==> config.mk <==
export PLATFORM = sky130hd
export DESIGN_NAME = led_ctrl
export DESIGN_NICKNAME = d
export VERILOG_FILES = /design/src/core/led_ctrl_pkg.sv /design/src/core/led_stretch_if.sv /design/src/core/led_stretch.sv /design/src/core/led_ctrl.sv
export VERILOG_INCLUDE_DIRS = /design/src /design/src/core
export SDC_FILE = /design/constraint.sdc
export NUM_CORES = 1
export LEC_CHECK = 0
export ABC_AREA = 1
export ABC_CLOCK_PERIOD_IN_PS = 2400
export BUFFER_PORTS_ARGS = -buffer_cell sky130_fd_sc_hd__buf_2
export CORE_MARGIN = 4
export CORE_UTILIZATION = 65
export CTS_CLUSTER_DIAMETER = 120
export CTS_CLUSTER_SIZE = 28
export DETAILED_ROUTE_END_ITERATION = 6
export PLACE_DENSITY = 0.91
export SYNTH_ARGS = -nofsm -noshare
export SYNTH_HDL_FRONTEND = slang
export SYNTH_SLANG_ARGS = --single-unit
==> constraint.sdc <==
create_clock -name CLK_I -period 2.4 [get_ports CLK_I]
set_input_delay 0.36 -clock CLK_I [delete_from_list [all_inputs] [get_ports CLK_I]]
set_output_delay 0.36 -clock CLK_I [all_outputs]
set_load 0.005 [all_outputs]
==> src/core/led_ctrl_map.svh <==
// constants of the led indicator controller: offsets, fields, resets, times
// Functional notes
// - sense each led wiring at every reset
// - polarity sensed once, never during operation
// - second led sourcing clears duplex select
// - second led sinking sets duplex select
// - no second led leaves duplex unspecified
// - reset: first shows link, second receive
// - first code bits 11-8, second 7-4
// - codes 1,2,3,7 show stretchable activity
// - code 4 link, code 5 duplex
// - codes C,D,E combine status, always stretched
// - codes 8-B on, off, fast, slow blink
// - bits 3-2 select stretch length
// - stretch lengths 40, 70, 140 ms
// - bit 1 enables pulse stretching
// - registers reached only through management port
`ifndef LED_CTRL_MAP_SVH
`define LED_CTRL_MAP_SVH

// ---------------------------------------------------------------------
// management addresses and reset values
// ---------------------------------------------------------------------
`define PHY_CTRL_ONE_ADDR 5'h00
`define LED_CTRL_ADDR 5'h14
`define DUPLEX_SEL_BIT 8
`define LED_CTRL_RESET 16'h3422

// ---------------------------------------------------------------------
// led control fields
// ---------------------------------------------------------------------
`define FIRST_FN_HI 11
`define FIRST_FN_LO 8
`define SECOND_FN_HI 7
`define SECOND_FN_LO 4
`define STRETCH_LEN_HI 3
`define STRETCH_LEN_LO 2
`define STRETCH_EN_BIT 1

// ---------------------------------------------------------------------
// function codes and stretch length codes
// ---------------------------------------------------------------------
`define FN_TX 4'h1
`define FN_RX 4'h2
`define FN_COL 4'h3
`define FN_LINK 4'h4
`define FN_DUPLEX 4'h5
`define FN_TXRX 4'h7
`define FN_ON 4'h8
`define FN_OFF 4'h9
`define FN_FAST 4'hA
`define FN_SLOW 4'hB
`define FN_LINK_RX 4'hC
`define FN_LINK_TXRX 4'hD
`define FN_DUPLEX_COL 4'hE
`define LEN_MEDIUM 2'h1
`define LEN_LONG 2'h2

// ---------------------------------------------------------------------
// timing
// ---------------------------------------------------------------------
`define CLK_HZ 100000000
`define CYC_PER_MS (`CLK_HZ / 1000)
`define NORMAL_STRETCH_MS 40
`define MEDIUM_STRETCH_MS 70
`define LONG_STRETCH_MS 140
`define FAST_BLINK_HALF_MS 100
`define SLOW_BLINK_HALF_MS 400
`define SENSE_CYC 3'h4

`endif

==> src/core/led_ctrl_pkg.sv <==
// types of the led indicator controller
package led_ctrl_pkg;
  typedef logic [3:0] led_fn_t;
  typedef logic [15:0] mgmt_word_t;
  typedef enum logic [0:0] {SENSE, RUN} sense_state_t;
endpackage

==> src/core/led_stretch_if.sv <==
// link between the controller and one pulse stretcher
`timescale 1ns/1ns
interface led_stretch_if #(parameter int CNT_W = 24);
  logic event_lvl;
  logic stretch;
  logic [CNT_W-1:0] hold_cyc;
  logic lit;
  modport ctrl (output event_lvl, output stretch, output hold_cyc,
                input lit);
  modport unit (input event_lvl, input stretch, input hold_cyc,
                output lit);
endinterface

==> src/core/led_stretch.sv <==
// pulse stretcher: keeps an activity indication lit for a hold time
`timescale 1ns/1ns
module led_stretch #(
  parameter int CNT_W = 24
) (
  input wire logic clk_i,
  input wire logic rst_n_i,
  led_stretch_if.unit s
);
  logic [CNT_W-1:0] cnt_r;
  logic [CNT_W-1:0] cnt_nxt;

  // ---------------------------------------------------------------
  // hold counter
  // ---------------------------------------------------------------
  // counter reloads while the event lasts, then runs down
  always_comb begin
    if (!s.stretch) begin
      cnt_nxt = '0;
    end else if (s.event_lvl) begin
      cnt_nxt = s.hold_cyc;
    end else if (cnt_r != '0) begin
      cnt_nxt = cnt_r - CNT_W'(1);
    end else begin
      cnt_nxt = '0;
    end
  end

  always_ff @(posedge clk_i) begin
    if (!rst_n_i) begin
      cnt_r <= '0;
    end else begin
      cnt_r <= cnt_nxt;
    end
  end

  // lit while the event lasts, and while the hold runs when enabled
  assign s.lit = s.event_lvl | (s.stretch & (cnt_r != '0));
endmodule

==> src/core/led_ctrl.sv <==
// led indicator controller: polarity sensing, function decode, drive
`timescale 1ns/1ns
`include "led_ctrl_map.svh"
module led_ctrl #(
  parameter int STRETCH_W = 24,
  parameter int BLINK_W = 26,
  parameter int NORMAL_STRETCH_CYC = `NORMAL_STRETCH_MS * `CYC_PER_MS,
  parameter int MEDIUM_STRETCH_CYC = `MEDIUM_STRETCH_MS * `CYC_PER_MS,
  parameter int LONG_STRETCH_CYC = `LONG_STRETCH_MS * `CYC_PER_MS,
  parameter int FAST_BLINK_CYC = `FAST_BLINK_HALF_MS * `CYC_PER_MS,
  parameter int SLOW_BLINK_CYC = `SLOW_BLINK_HALF_MS * `CYC_PER_MS
) (
  input wire logic CLK_I,
  input wire logic RST_N_I,
  input wire logic [4:0] MGMT_ADDR_I,
  input wire logic MGMT_WR_I,
  input wire logic MGMT_RD_I,
  input wire logic [15:0] MGMT_WDATA_I,
  output logic [15:0] MGMT_RDATA_O,
  input wire logic LINK_UP_I,
  input wire logic TX_ACT_I,
  input wire logic RX_ACT_I,
  input wire logic COL_I,
  input wire logic FIRST_LED_PIN_I,
  output logic FIRST_LED_PIN_O,
  output logic FIRST_LED_PIN_OE_O,
  input wire logic SECOND_LED_PIN_I,
  output logic SECOND_LED_PIN_O,
  output logic SECOND_LED_PIN_OE_O,
  output logic PHY_DUPLEX_SELECT_O
);

  // ---------------------------------------------------------------
  // decode helpers, shared by both leds
  // ---------------------------------------------------------------
  // activity that feeds the stretcher for a given function code
  function automatic logic fn_event(led_ctrl_pkg::led_fn_t fn,
                                    logic tx, logic rx, logic col);
    logic ev;
    ev = 1'b0;
    case (fn)
      `FN_TX: ev = tx;
      `FN_RX: ev = rx;
      `FN_COL: ev = col;
      `FN_TXRX: ev = tx | rx;
      `FN_LINK_RX: ev = rx;
      `FN_LINK_TXRX: ev = tx | rx;
      `FN_DUPLEX_COL: ev = col;
      default: ev = 1'b0;
    endcase
    return ev;
  endfunction

  // combined codes stretch whatever the enable bit says
  function automatic logic fn_forced(led_ctrl_pkg::led_fn_t fn);
    return (fn == `FN_LINK_RX) || (fn == `FN_LINK_TXRX) ||
           (fn == `FN_DUPLEX_COL);
  endfunction

  // logical on/off state of an led; reserved codes stay dark
  function automatic logic fn_on(led_ctrl_pkg::led_fn_t fn, logic link,
                                 logic dup, logic act, logic fast,
                                 logic slow);
    logic on;
    on = 1'b0;
    case (fn)
      `FN_TX, `FN_RX, `FN_COL, `FN_TXRX: on = act;
      `FN_LINK: on = link;
      `FN_DUPLEX: on = dup;
      `FN_ON: on = 1'b1;
      `FN_OFF: on = 1'b0;
      `FN_FAST: on = fast;
      `FN_SLOW: on = slow;
      // status lit, activity shown by briefly inverting it
      `FN_LINK_RX, `FN_LINK_TXRX: on = link ^ act;
      `FN_DUPLEX_COL: on = dup ^ act;
      default: on = 1'b0;
    endcase
    return on;
  endfunction

  // a sinking led lights when the pin is pulled low
  function automatic logic pin_level(logic on, logic sink);
    return on ^ sink;
  endfunction

  // ---------------------------------------------------------------
  // pin input synchronisers
  // ---------------------------------------------------------------
  logic a_s1_r, a_s2_r, b_s1_r, b_s2_r;
  logic a_s1_nxt, a_s2_nxt, b_s1_nxt, b_s2_nxt;

  // pins are outside the clock domain, so two flops before any use
  always_comb begin
    a_s1_nxt = FIRST_LED_PIN_I;
    a_s2_nxt = a_s1_r;
    b_s1_nxt = SECOND_LED_PIN_I;
    b_s2_nxt = b_s1_r;
  end

  always_ff @(posedge CLK_I) begin
    if (!RST_N_I) begin
      a_s1_r <= 1'b0;
      a_s2_r <= 1'b0;
      b_s1_r <= 1'b0;
      b_s2_r <= 1'b0;
    end else begin
      a_s1_r <= a_s1_nxt;
      a_s2_r <= a_s2_nxt;
      b_s1_r <= b_s1_nxt;
      b_s2_r <= b_s2_nxt;
    end
  end

  // ---------------------------------------------------------------
  // polarity sensing after reset
  // ---------------------------------------------------------------
  led_ctrl_pkg::sense_state_t state_r, state_nxt;
  logic [2:0] sense_cnt_r, sense_cnt_nxt;
  logic a_sink_r, a_sink_nxt, b_sink_r, b_sink_nxt;
  logic sense_done;

  // pins float while sensing; an led tied to the supply pulls the
  // pin high, meaning the pin must sink current to light it
  assign sense_done = (state_r == led_ctrl_pkg::SENSE) &&
                      (sense_cnt_r == `SENSE_CYC - 3'h1);

  always_comb begin
    state_nxt = state_r;
    sense_cnt_nxt = sense_cnt_r;
    a_sink_nxt = a_sink_r;
    b_sink_nxt = b_sink_r;
    case (state_r)
      led_ctrl_pkg::SENSE: begin
        sense_cnt_nxt = sense_cnt_r + 3'h1;
        if (sense_done) begin
          a_sink_nxt = a_s2_r;
          b_sink_nxt = b_s2_r;
          state_nxt = led_ctrl_pkg::RUN;
        end
      end
      led_ctrl_pkg::RUN: begin
        state_nxt = led_ctrl_pkg::RUN; // no re-sensing until reset
      end
      default: state_nxt = led_ctrl_pkg::SENSE;
    endcase
  end

  always_ff @(posedge CLK_I) begin
    if (!RST_N_I) begin
      state_r <= led_ctrl_pkg::SENSE; // every reset senses again
      sense_cnt_r <= 3'h0;
      a_sink_r <= 1'b0;
      b_sink_r <= 1'b0;
    end else begin
      state_r <= state_nxt;
      sense_cnt_r <= sense_cnt_nxt;
      a_sink_r <= a_sink_nxt;
      b_sink_r <= b_sink_nxt;
    end
  end

  // ---------------------------------------------------------------
  // management registers
  // ---------------------------------------------------------------
  led_ctrl_pkg::mgmt_word_t led_ctrl_r, led_ctrl_nxt;
  led_ctrl_pkg::mgmt_word_t rdata_r, rdata_nxt;
  logic duplex_r, duplex_nxt;
  logic wr_led, wr_phy, rd_led, rd_phy;

  // only the management port reaches these registers
  assign wr_led = MGMT_WR_I && (MGMT_ADDR_I == `LED_CTRL_ADDR);
  assign wr_phy = MGMT_WR_I && (MGMT_ADDR_I == `PHY_CTRL_ONE_ADDR);
  assign rd_led = MGMT_RD_I && (MGMT_ADDR_I == `LED_CTRL_ADDR);
  assign rd_phy = MGMT_RD_I && (MGMT_ADDR_I == `PHY_CTRL_ONE_ADDR);

  // reserved bits are stored as written; software keeps them
  always_comb begin
    led_ctrl_nxt = wr_led ? MGMT_WDATA_I : led_ctrl_r;
    duplex_nxt = duplex_r;
    if (sense_done) begin
      // an unconnected second pin floats, so this default is whatever
      // level the pin happened to settle at
      duplex_nxt = b_s2_r; // sink sets, source clears
    end else if (wr_phy) begin
      duplex_nxt = MGMT_WDATA_I[`DUPLEX_SEL_BIT];
    end
    rdata_nxt = rdata_r;
    if (rd_led) begin
      rdata_nxt = led_ctrl_r;
    end else if (rd_phy) begin
      rdata_nxt = '0;
      rdata_nxt[`DUPLEX_SEL_BIT] = duplex_r;
    end else if (MGMT_RD_I) begin
      rdata_nxt = '0; // unmapped addresses read as zero
    end
  end

  always_ff @(posedge CLK_I) begin
    if (!RST_N_I) begin
      led_ctrl_r <= `LED_CTRL_RESET; // link on first, rx on second
      duplex_r <= 1'b0;
      rdata_r <= '0;
    end else begin
      led_ctrl_r <= led_ctrl_nxt;
      duplex_r <= duplex_nxt;
      rdata_r <= rdata_nxt;
    end
  end

  // ---------------------------------------------------------------
  // field extraction and stretch time select
  // ---------------------------------------------------------------
  led_ctrl_pkg::led_fn_t fn_a, fn_b;
  logic [1:0] len_sel;
  logic str_en;
  logic [STRETCH_W-1:0] hold_cyc;

  assign fn_a = led_ctrl_r[`FIRST_FN_HI:`FIRST_FN_LO];
  assign fn_b = led_ctrl_r[`SECOND_FN_HI:`SECOND_FN_LO];
  assign len_sel = led_ctrl_r[`STRETCH_LEN_HI:`STRETCH_LEN_LO];
  assign str_en = led_ctrl_r[`STRETCH_EN_BIT];

  // the reserved length code falls back to the normal time
  always_comb begin
    case (len_sel)
      `LEN_MEDIUM: hold_cyc = STRETCH_W'(MEDIUM_STRETCH_CYC);
      `LEN_LONG: hold_cyc = STRETCH_W'(LONG_STRETCH_CYC);
      default: hold_cyc = STRETCH_W'(NORMAL_STRETCH_CYC);
    endcase
  end

  // ---------------------------------------------------------------
  // pulse stretchers, one per led
  // ---------------------------------------------------------------
  led_stretch_if #(.CNT_W(STRETCH_W)) str_a ();
  led_stretch_if #(.CNT_W(STRETCH_W)) str_b ();

  assign str_a.event_lvl = fn_event(fn_a, TX_ACT_I, RX_ACT_I, COL_I);
  assign str_a.stretch = str_en | fn_forced(fn_a);
  assign str_a.hold_cyc = hold_cyc;
  assign str_b.event_lvl = fn_event(fn_b, TX_ACT_I, RX_ACT_I, COL_I);
  assign str_b.stretch = str_en | fn_forced(fn_b);
  assign str_b.hold_cyc = hold_cyc;

  led_stretch #(.CNT_W(STRETCH_W)) u_str_a (
    .clk_i(CLK_I),
    .rst_n_i(RST_N_I),
    .s(str_a.unit)
  );

  led_stretch #(.CNT_W(STRETCH_W)) u_str_b (
    .clk_i(CLK_I),
    .rst_n_i(RST_N_I),
    .s(str_b.unit)
  );

  // ---------------------------------------------------------------
  // blink generators
  // ---------------------------------------------------------------
  logic [BLINK_W-1:0] fast_cnt_r, fast_cnt_nxt, slow_cnt_r, slow_cnt_nxt;
  logic fast_ph_r, fast_ph_nxt, slow_ph_r, slow_ph_nxt;

  // free running, so both leds blink in step when set alike
  always_comb begin
    fast_cnt_nxt = fast_cnt_r + BLINK_W'(1);
    fast_ph_nxt = fast_ph_r;
    if (fast_cnt_r == BLINK_W'(FAST_BLINK_CYC - 1)) begin
      fast_cnt_nxt = '0;
      fast_ph_nxt = ~fast_ph_r;
    end
    slow_cnt_nxt = slow_cnt_r + BLINK_W'(1);
    slow_ph_nxt = slow_ph_r;
    if (slow_cnt_r == BLINK_W'(SLOW_BLINK_CYC - 1)) begin
      slow_cnt_nxt = '0;
      slow_ph_nxt = ~slow_ph_r;
    end
  end

  always_ff @(posedge CLK_I) begin
    if (!RST_N_I) begin
      fast_cnt_r <= '0;
      slow_cnt_r <= '0;
      fast_ph_r <= 1'b0;
      slow_ph_r <= 1'b0;
    end else begin
      fast_cnt_r <= fast_cnt_nxt;
      slow_cnt_r <= slow_cnt_nxt;
      fast_ph_r <= fast_ph_nxt;
      slow_ph_r <= slow_ph_nxt;
    end
  end

  // ---------------------------------------------------------------
  // pin drivers
  // ---------------------------------------------------------------
  logic a_out_r, a_out_nxt, b_out_r, b_out_nxt;
  logic a_oe_r, b_oe_r, oe_nxt;
  logic dup_r, dup_nxt;

  // pins released while sensing; the first driven cycle already needs
  // the new polarity, so the next sink values are used here
  always_comb begin
    oe_nxt = (state_nxt == led_ctrl_pkg::RUN);
    a_out_nxt = pin_level(fn_on(fn_a, LINK_UP_I, duplex_r, str_a.lit,
                                fast_ph_r, slow_ph_r), a_sink_nxt);
    b_out_nxt = pin_level(fn_on(fn_b, LINK_UP_I, duplex_r, str_b.lit,
                                fast_ph_r, slow_ph_r), b_sink_nxt);
    dup_nxt = duplex_nxt;
  end

  always_ff @(posedge CLK_I) begin
    if (!RST_N_I) begin
      a_out_r <= 1'b0;
      b_out_r <= 1'b0;
      a_oe_r <= 1'b0;
      b_oe_r <= 1'b0;
      dup_r <= 1'b0;
    end else begin
      a_out_r <= a_out_nxt;
      b_out_r <= b_out_nxt;
      a_oe_r <= oe_nxt;
      b_oe_r <= oe_nxt;
      dup_r <= dup_nxt;
    end
  end

  assign FIRST_LED_PIN_O = a_out_r;
  assign FIRST_LED_PIN_OE_O = a_oe_r;
  assign SECOND_LED_PIN_O = b_out_r;
  assign SECOND_LED_PIN_OE_O = b_oe_r;
  assign PHY_DUPLEX_SELECT_O = dup_r;
  assign MGMT_RDATA_O = rdata_r;
endmodule

# --- Word-level counts from Yosys, hierarchy flattened ---
# Index checks and enable logic that the tools add are counted.
op_classes:
  bitwise: 17
  n_reduce_logical: 28
  eq_ne: 30
  add_sub_neg: 5
  mux: 20
op_table:
  columns: ["op", "n"]
  rows:
  - ["$mux W24", 4]
  - ["$add A26 B1 Y26 const B", 2]
  - ["$eq A4 B4 Y1 const B", 12]
  - ["$mux W16", 3]
  - ["$pmux W24 S2", 1]
  - ["$reduce_bool A24 Y1", 2]
  - ["$sub A24 B1 Y24 const B", 2]
  - ["$eq A26 B24 Y1 const B", 1]
  - ["$eq A26 B26 Y1 const B", 1]
  - ["$eq A4 B3 Y1 const B", 6]
  - ["$reduce_or A2 Y1", 10]
  - ["$eq A4 B2 Y1 const B", 4]
  - ["$pmux W1 S8", 2]
  - ["$eq A4 B1 Y1 const B", 2]
  - ["$pmux W1 S4", 2]
  - ["$reduce_or A4 Y1", 2]
  - ["$mux W1", 7]
  - ["$xor A1 B1 Y1", 6]
  - ["$eq A5 B5 Y1 const B", 1]
  - ["$logic_and A1 B1 Y1", 5]
  - ["$logic_not A5 Y1", 1]
  - ["$or A1 B1 Y1", 5]
  - ["$logic_or A1 B1 Y1", 4]
  - ["$not A1 Y1", 4]
  - ["9 further kinds", 11]
totals:
  ff_bits: 147
  elab_cells: 119
  input_bits: 31

# --- Logic depth before layout (Yosys ltp) ---
depth:
  word_depth: 9
  mapped_depth: 14
  mapped_depth_nobuf: 14

# --- Modules after synthesis ---
# A second synthesis with hierarchy kept.
unflattened:
  hier_cells: 1266
  hier_area_um2: 8174.1
by_module_without_submodules:
  columns: ["mod", "cells_each", "n_inst", "seq_area_each_um2", "area_per_inst_um2"]
  rows:
  - ["led_ctrl", 760, 1, 1981.9, 5106.1]
  - ["led_stretch", 253, 2, 480.5, 1534.0]

# --- Least setup slack after synthesis ---
# No wires, ideal clock.
synth_path:
  path_type: "register -> register"
  from: "register slow_cnt_r[0]"
  to: "register slow_cnt_r[22]"
  path_stages_with_launch: 11
  slack_ns: 0.798
  arrival_time_ns: 1.536
  path_buffers: 0
  setup_ns: 0.066
  cell_sequence: "dfxtp_1 -> ha_1 -> nand2_2 -> nor2_4 -> nand2_2 -> nor2_4 -> nand2_2 -> nor2_4 -> nand2_2 -> or3_1 -> a21oi_2"
synth_via:
  elab_chain_len: 2
  elab_cells_between_ends: 3
  cone_classes: "add/sub: 1; eq/ne: 1; reduce/logical: 1"
synth_rtl:
  columns: ["element", "line", "rtl"]
  rows:
  - ["start: declaration", "led_ctrl.sv:261", "logic [BLINK_W-1:0] fast_cnt_r, fast_cnt_nxt, slow_cnt_r, slow_cnt_nxt;"]
  - ["start signal: assignment", "led_ctrl.sv:288", "slow_cnt_r <= slow_cnt_nxt;"]
  - ["parallel branches: the longest is 2 deep, another holds $add A26 B1 Y26", null, null]
# Several ways; the timed one is not identified.
# A chain may end at the register's enable or synchronous reset.

# --- Worst setup path after layout ---
layout_path:
  from: "register u_str_b.cnt_r[10]"
  to: "register u_str_b.cnt_r[21]"
layout_via:
  elab_chain_len: 3
  elab_cells_between_ends: 4
  cone_classes: "add/sub: 1; mux: 2; reduce/logical: 1"
layout_rtl:
  columns: ["element", "line", "rtl"]
  rows:
  - ["start: declaration", "led_stretch.sv:10", "logic [CNT_W-1:0] cnt_r;"]
  - ["start signal: assignment", "led_stretch.sv:33", "cnt_r <= cnt_nxt;"]
  - ["$sub A24 B1 Y24 / $reduce_bool A24 Y1 (equally long branches)", "led_stretch.sv:23, led_stretch.sv:22", null]
  - ["$mux W24 *", "led_stretch.sv:22", "end else if (cnt_r != '0) begin"]
  - ["$mux W24 *", "led_stretch.sv:20", "end else if (s.event_lvl) begin"]
# Mark *: on every way between the ends. The rest lies on a longest branch, timed or not.

==> flow_summary.toml <==
[cells_and_area]
nNetsFinal = 1093
antenna_cells = 0
drive_gt1_share_pct = 13.5
layoutNonFillerInstCount = 1199
syn_to_final_growth_pct = 14.6
fin_util_pct = 77.8

[setup_path]
cpPeakStageDelay_ns = 0.34
cp-end-kind = "flip-flop"
path_cells = "nor2_1, nand2_1, nor3_1, nand2_1, nor2_2, nand2_1, nor2_1, nand2_1, nand3_1, o21ai_1"
crit_required_ns = 2.82
critPathKind = "reg2reg"
critical_path.top_delay_family = "simple AND/OR/NAND/NOR gates"
cp-start-kind = "flip-flop"
rr_startpoint = "u_str_b.cnt_r[10]"
cp_slowest_cell = "dfxtp_1"
path_depth = 10
r2r-end = "u_str_b.cnt_r[21]"
path_buf_inv = 0
reg2reg_slack_ns = 0.53
critPathCapture = "u_str_b.cnt_r[21]"
cpMostUsedCell = "nand2_1"
cp_max_fo = 3
crit_start = "u_str_b.cnt_r[10]"
r2r_cells = 10
arrival_ns = 2.29

[timing]
min_period_over_period_pct = 78.0
tightest_slew_ns = 0.547
layout_min_cycle_time_ns = 1.87
hold_viol_final = 0
setup_viol = 0
fin_skew_ns = 0.00694
setup_tns_ns = 0
timing.slew.headroom_pct = 63.5
fmax_ghz = 0.534
slew_viol_final = 0
rsz0062_at_grt = "false"

[grt]
grt_first_pass_wirelength_um = 28600
overflow = 0
grt_max_degree = 27
antenna_found_initial = 0
grt_pass1_vias = 6355
track_usage_pct = 27.0

[route]
vias_per_cell = 5.52
drc = 0
first_pass_iters = 6
first_iter_violations = 630
wl_um = 16400
ant_nets = 0
vias = 6623
wl_per_cell_um = 13.7

[cts]
cts_inserted_buffers = 17
cts_sinks = 147
cts_buffer_depth = 2
cts-root-buf = "clkbuf_8"
clkTransAtPathRegs_ns = 0.06
cts_tree = "built"
post-cts-setup-buffers = 0
postCtsHoldBufs = 1
cts_resized = 0
insertion_delay_ns = 0.53
htreeDepth = 4

[floorplanning]
start_util_pct = 67.9
core_sq_mm = 0.0105
die_area_sq_mm = 0.0127
pin_count = 52
rows = 37
chipWidth_um = 113
die_y_um = 113

[yosys]
synth_seq_area_share_pct = 41.4
synth_top_area_share_pct = 41.4
synth_flop_cell = "dfxtp_1"
yosysWarningCount = 0
synthCells = 989
async_flop_share_pct = 0
synth_top_cell_by_area = "dfxtp_1"
synth_area_sq_mm = 0.00710
yosysUniqueCellTypes = 46
synth_area_leaders = "dfxtp_1 (41%), nand2_1 (11%), nor2_1 (7.8%)"
synth_seq_cells = 147
syn_nets = 1032
ys_top_cells_by_count = "nand2_1 (206), dfxtp_1 (147), nor2_1 (147)"
synth.most_common_cell = "nand2_1"
synth_edf_count = 0
syn_avg_cell_area_sq_um = 7.18

[power_and_ir_drop]
totalPowerFinal_uw = 7070
p_per_area_mw_per_mm2 = 869
p_leak_uw = 0.00343
ir_drop_uv = 872

[placement]
hpwlAfterDp_um = 10900
dpl.cell_count = 1166
gp_congestion = 0.943
port_buffers = 51

[job]
max-cap-violations = 0

[hold_path]
hold_depth = 3
holdCritStartpoint = "FIRST_LED_PIN_I"
min_path_type = "in2reg"

[run_status]
status = "complete, no violations"
## worst min-delay path, stage by stage
cell	delay, ns
buf_2	0.07
nand2_1	0.04
inv_1	0.05
## cell families (layout without fill, tap and decap cells)
family                     count (synthesis)  count (layout)  share of synthesized area (%)
AOI/OAI and AO/OA                        138             138                           10.4
and+or+nand+nor                          501             501                           32.2
muxes                                      1               1                          0.141
DFF                                      147             147                           41.4
xor gates and xnor gates                  49              49                           6.04
buffers and inverters                    141             215                           7.68
adders and majority gates                 12              12                           2.11
## through the flow
stage | worst slack, ns | hold slack (ns) | cell area (sq um)
CTS | 0.575 | 0.0142 | 8140
detailed placement | 0.650 | 0.414 | 7500
floorplan | 0.798 | 0.390 | 7100
global placement | 0.713 | 0.410 | 7500
finish | 0.528 | 0.0238 | 8140
global route | 0.374 | 0.0215 | 8140
## report_power, final
part           internal, uW  switching, uW  leakage (uW)
registers              2660            187       0.00120
logic                   550            874       0.00193
clock network          1810            983      0.000305
total                  5020           2040       0.00343
## metal layers
layer / global-route usage (%) / vias up / wire length, um
met2: 46.5 / 282 / 8020
met4: 9.86 / 0 / 406
li1: - / 3304 / -
met1: 33.2 / 2982 / 6850
met5: 0 / - / 0
met3: 5.98 / 55 / 1110
## placed cells by master, fill, tap and decap left out, types with 11 or more instances in the layout
cell / Yosys / layout
nand2_1: 206 / 206
dfxtp_1: 147 / 147
nor2_1: 147 / 147
inv_1: 111 / 111
a21oi_1: 55 / 55
buf_2: 7 / 51
o21ai_0: 45 / 45
nand3_1: 36 / 36
xor2_1: 30 / 30
nor3_1: 24 / 24
nand4_1: 22 / 22
xnor2_1: 19 / 19
o21ai_1: 18 / 18
clkbuf_16: 0 / 16
ha_1: 12 / 12
nor4_1: 11 / 11
## area by class of cell
type                            instances  area [sq um]
Clock inverter                         11           183
Timing Repair Buffer                   60           325
Sequential cell                       147          2940
Multi-Input combinational cell        701          3610
Fill cell                             709          2330
Inverter                              123           462
Clock buffer                           21           439
Tap cell                              136           170
## worst min-delay path by stage
stage             end  slack, ns
2_1_floorplan  a_s2_r       0.39
3_3_place_gp   b_s2_r       0.41
3_5_place_dp   b_s2_r       0.41
4_1_cts        a_s1_r       0.01
5_1_grt        a_s1_r       0.02
6_report       a_s1_r       0.02
## sequential cells by signal (all words and copies together), names as in the netlist, 3 cells and up
signal and cells:
led_ctrl_r 16, u_str_b.cnt_r 24, sense_cnt_r 3, slow_cnt_r 26, fast_cnt_r 26, MGMT_RDATA_O 16
u_str_a.cnt_r 24
(Power assumes the default switching activity.)
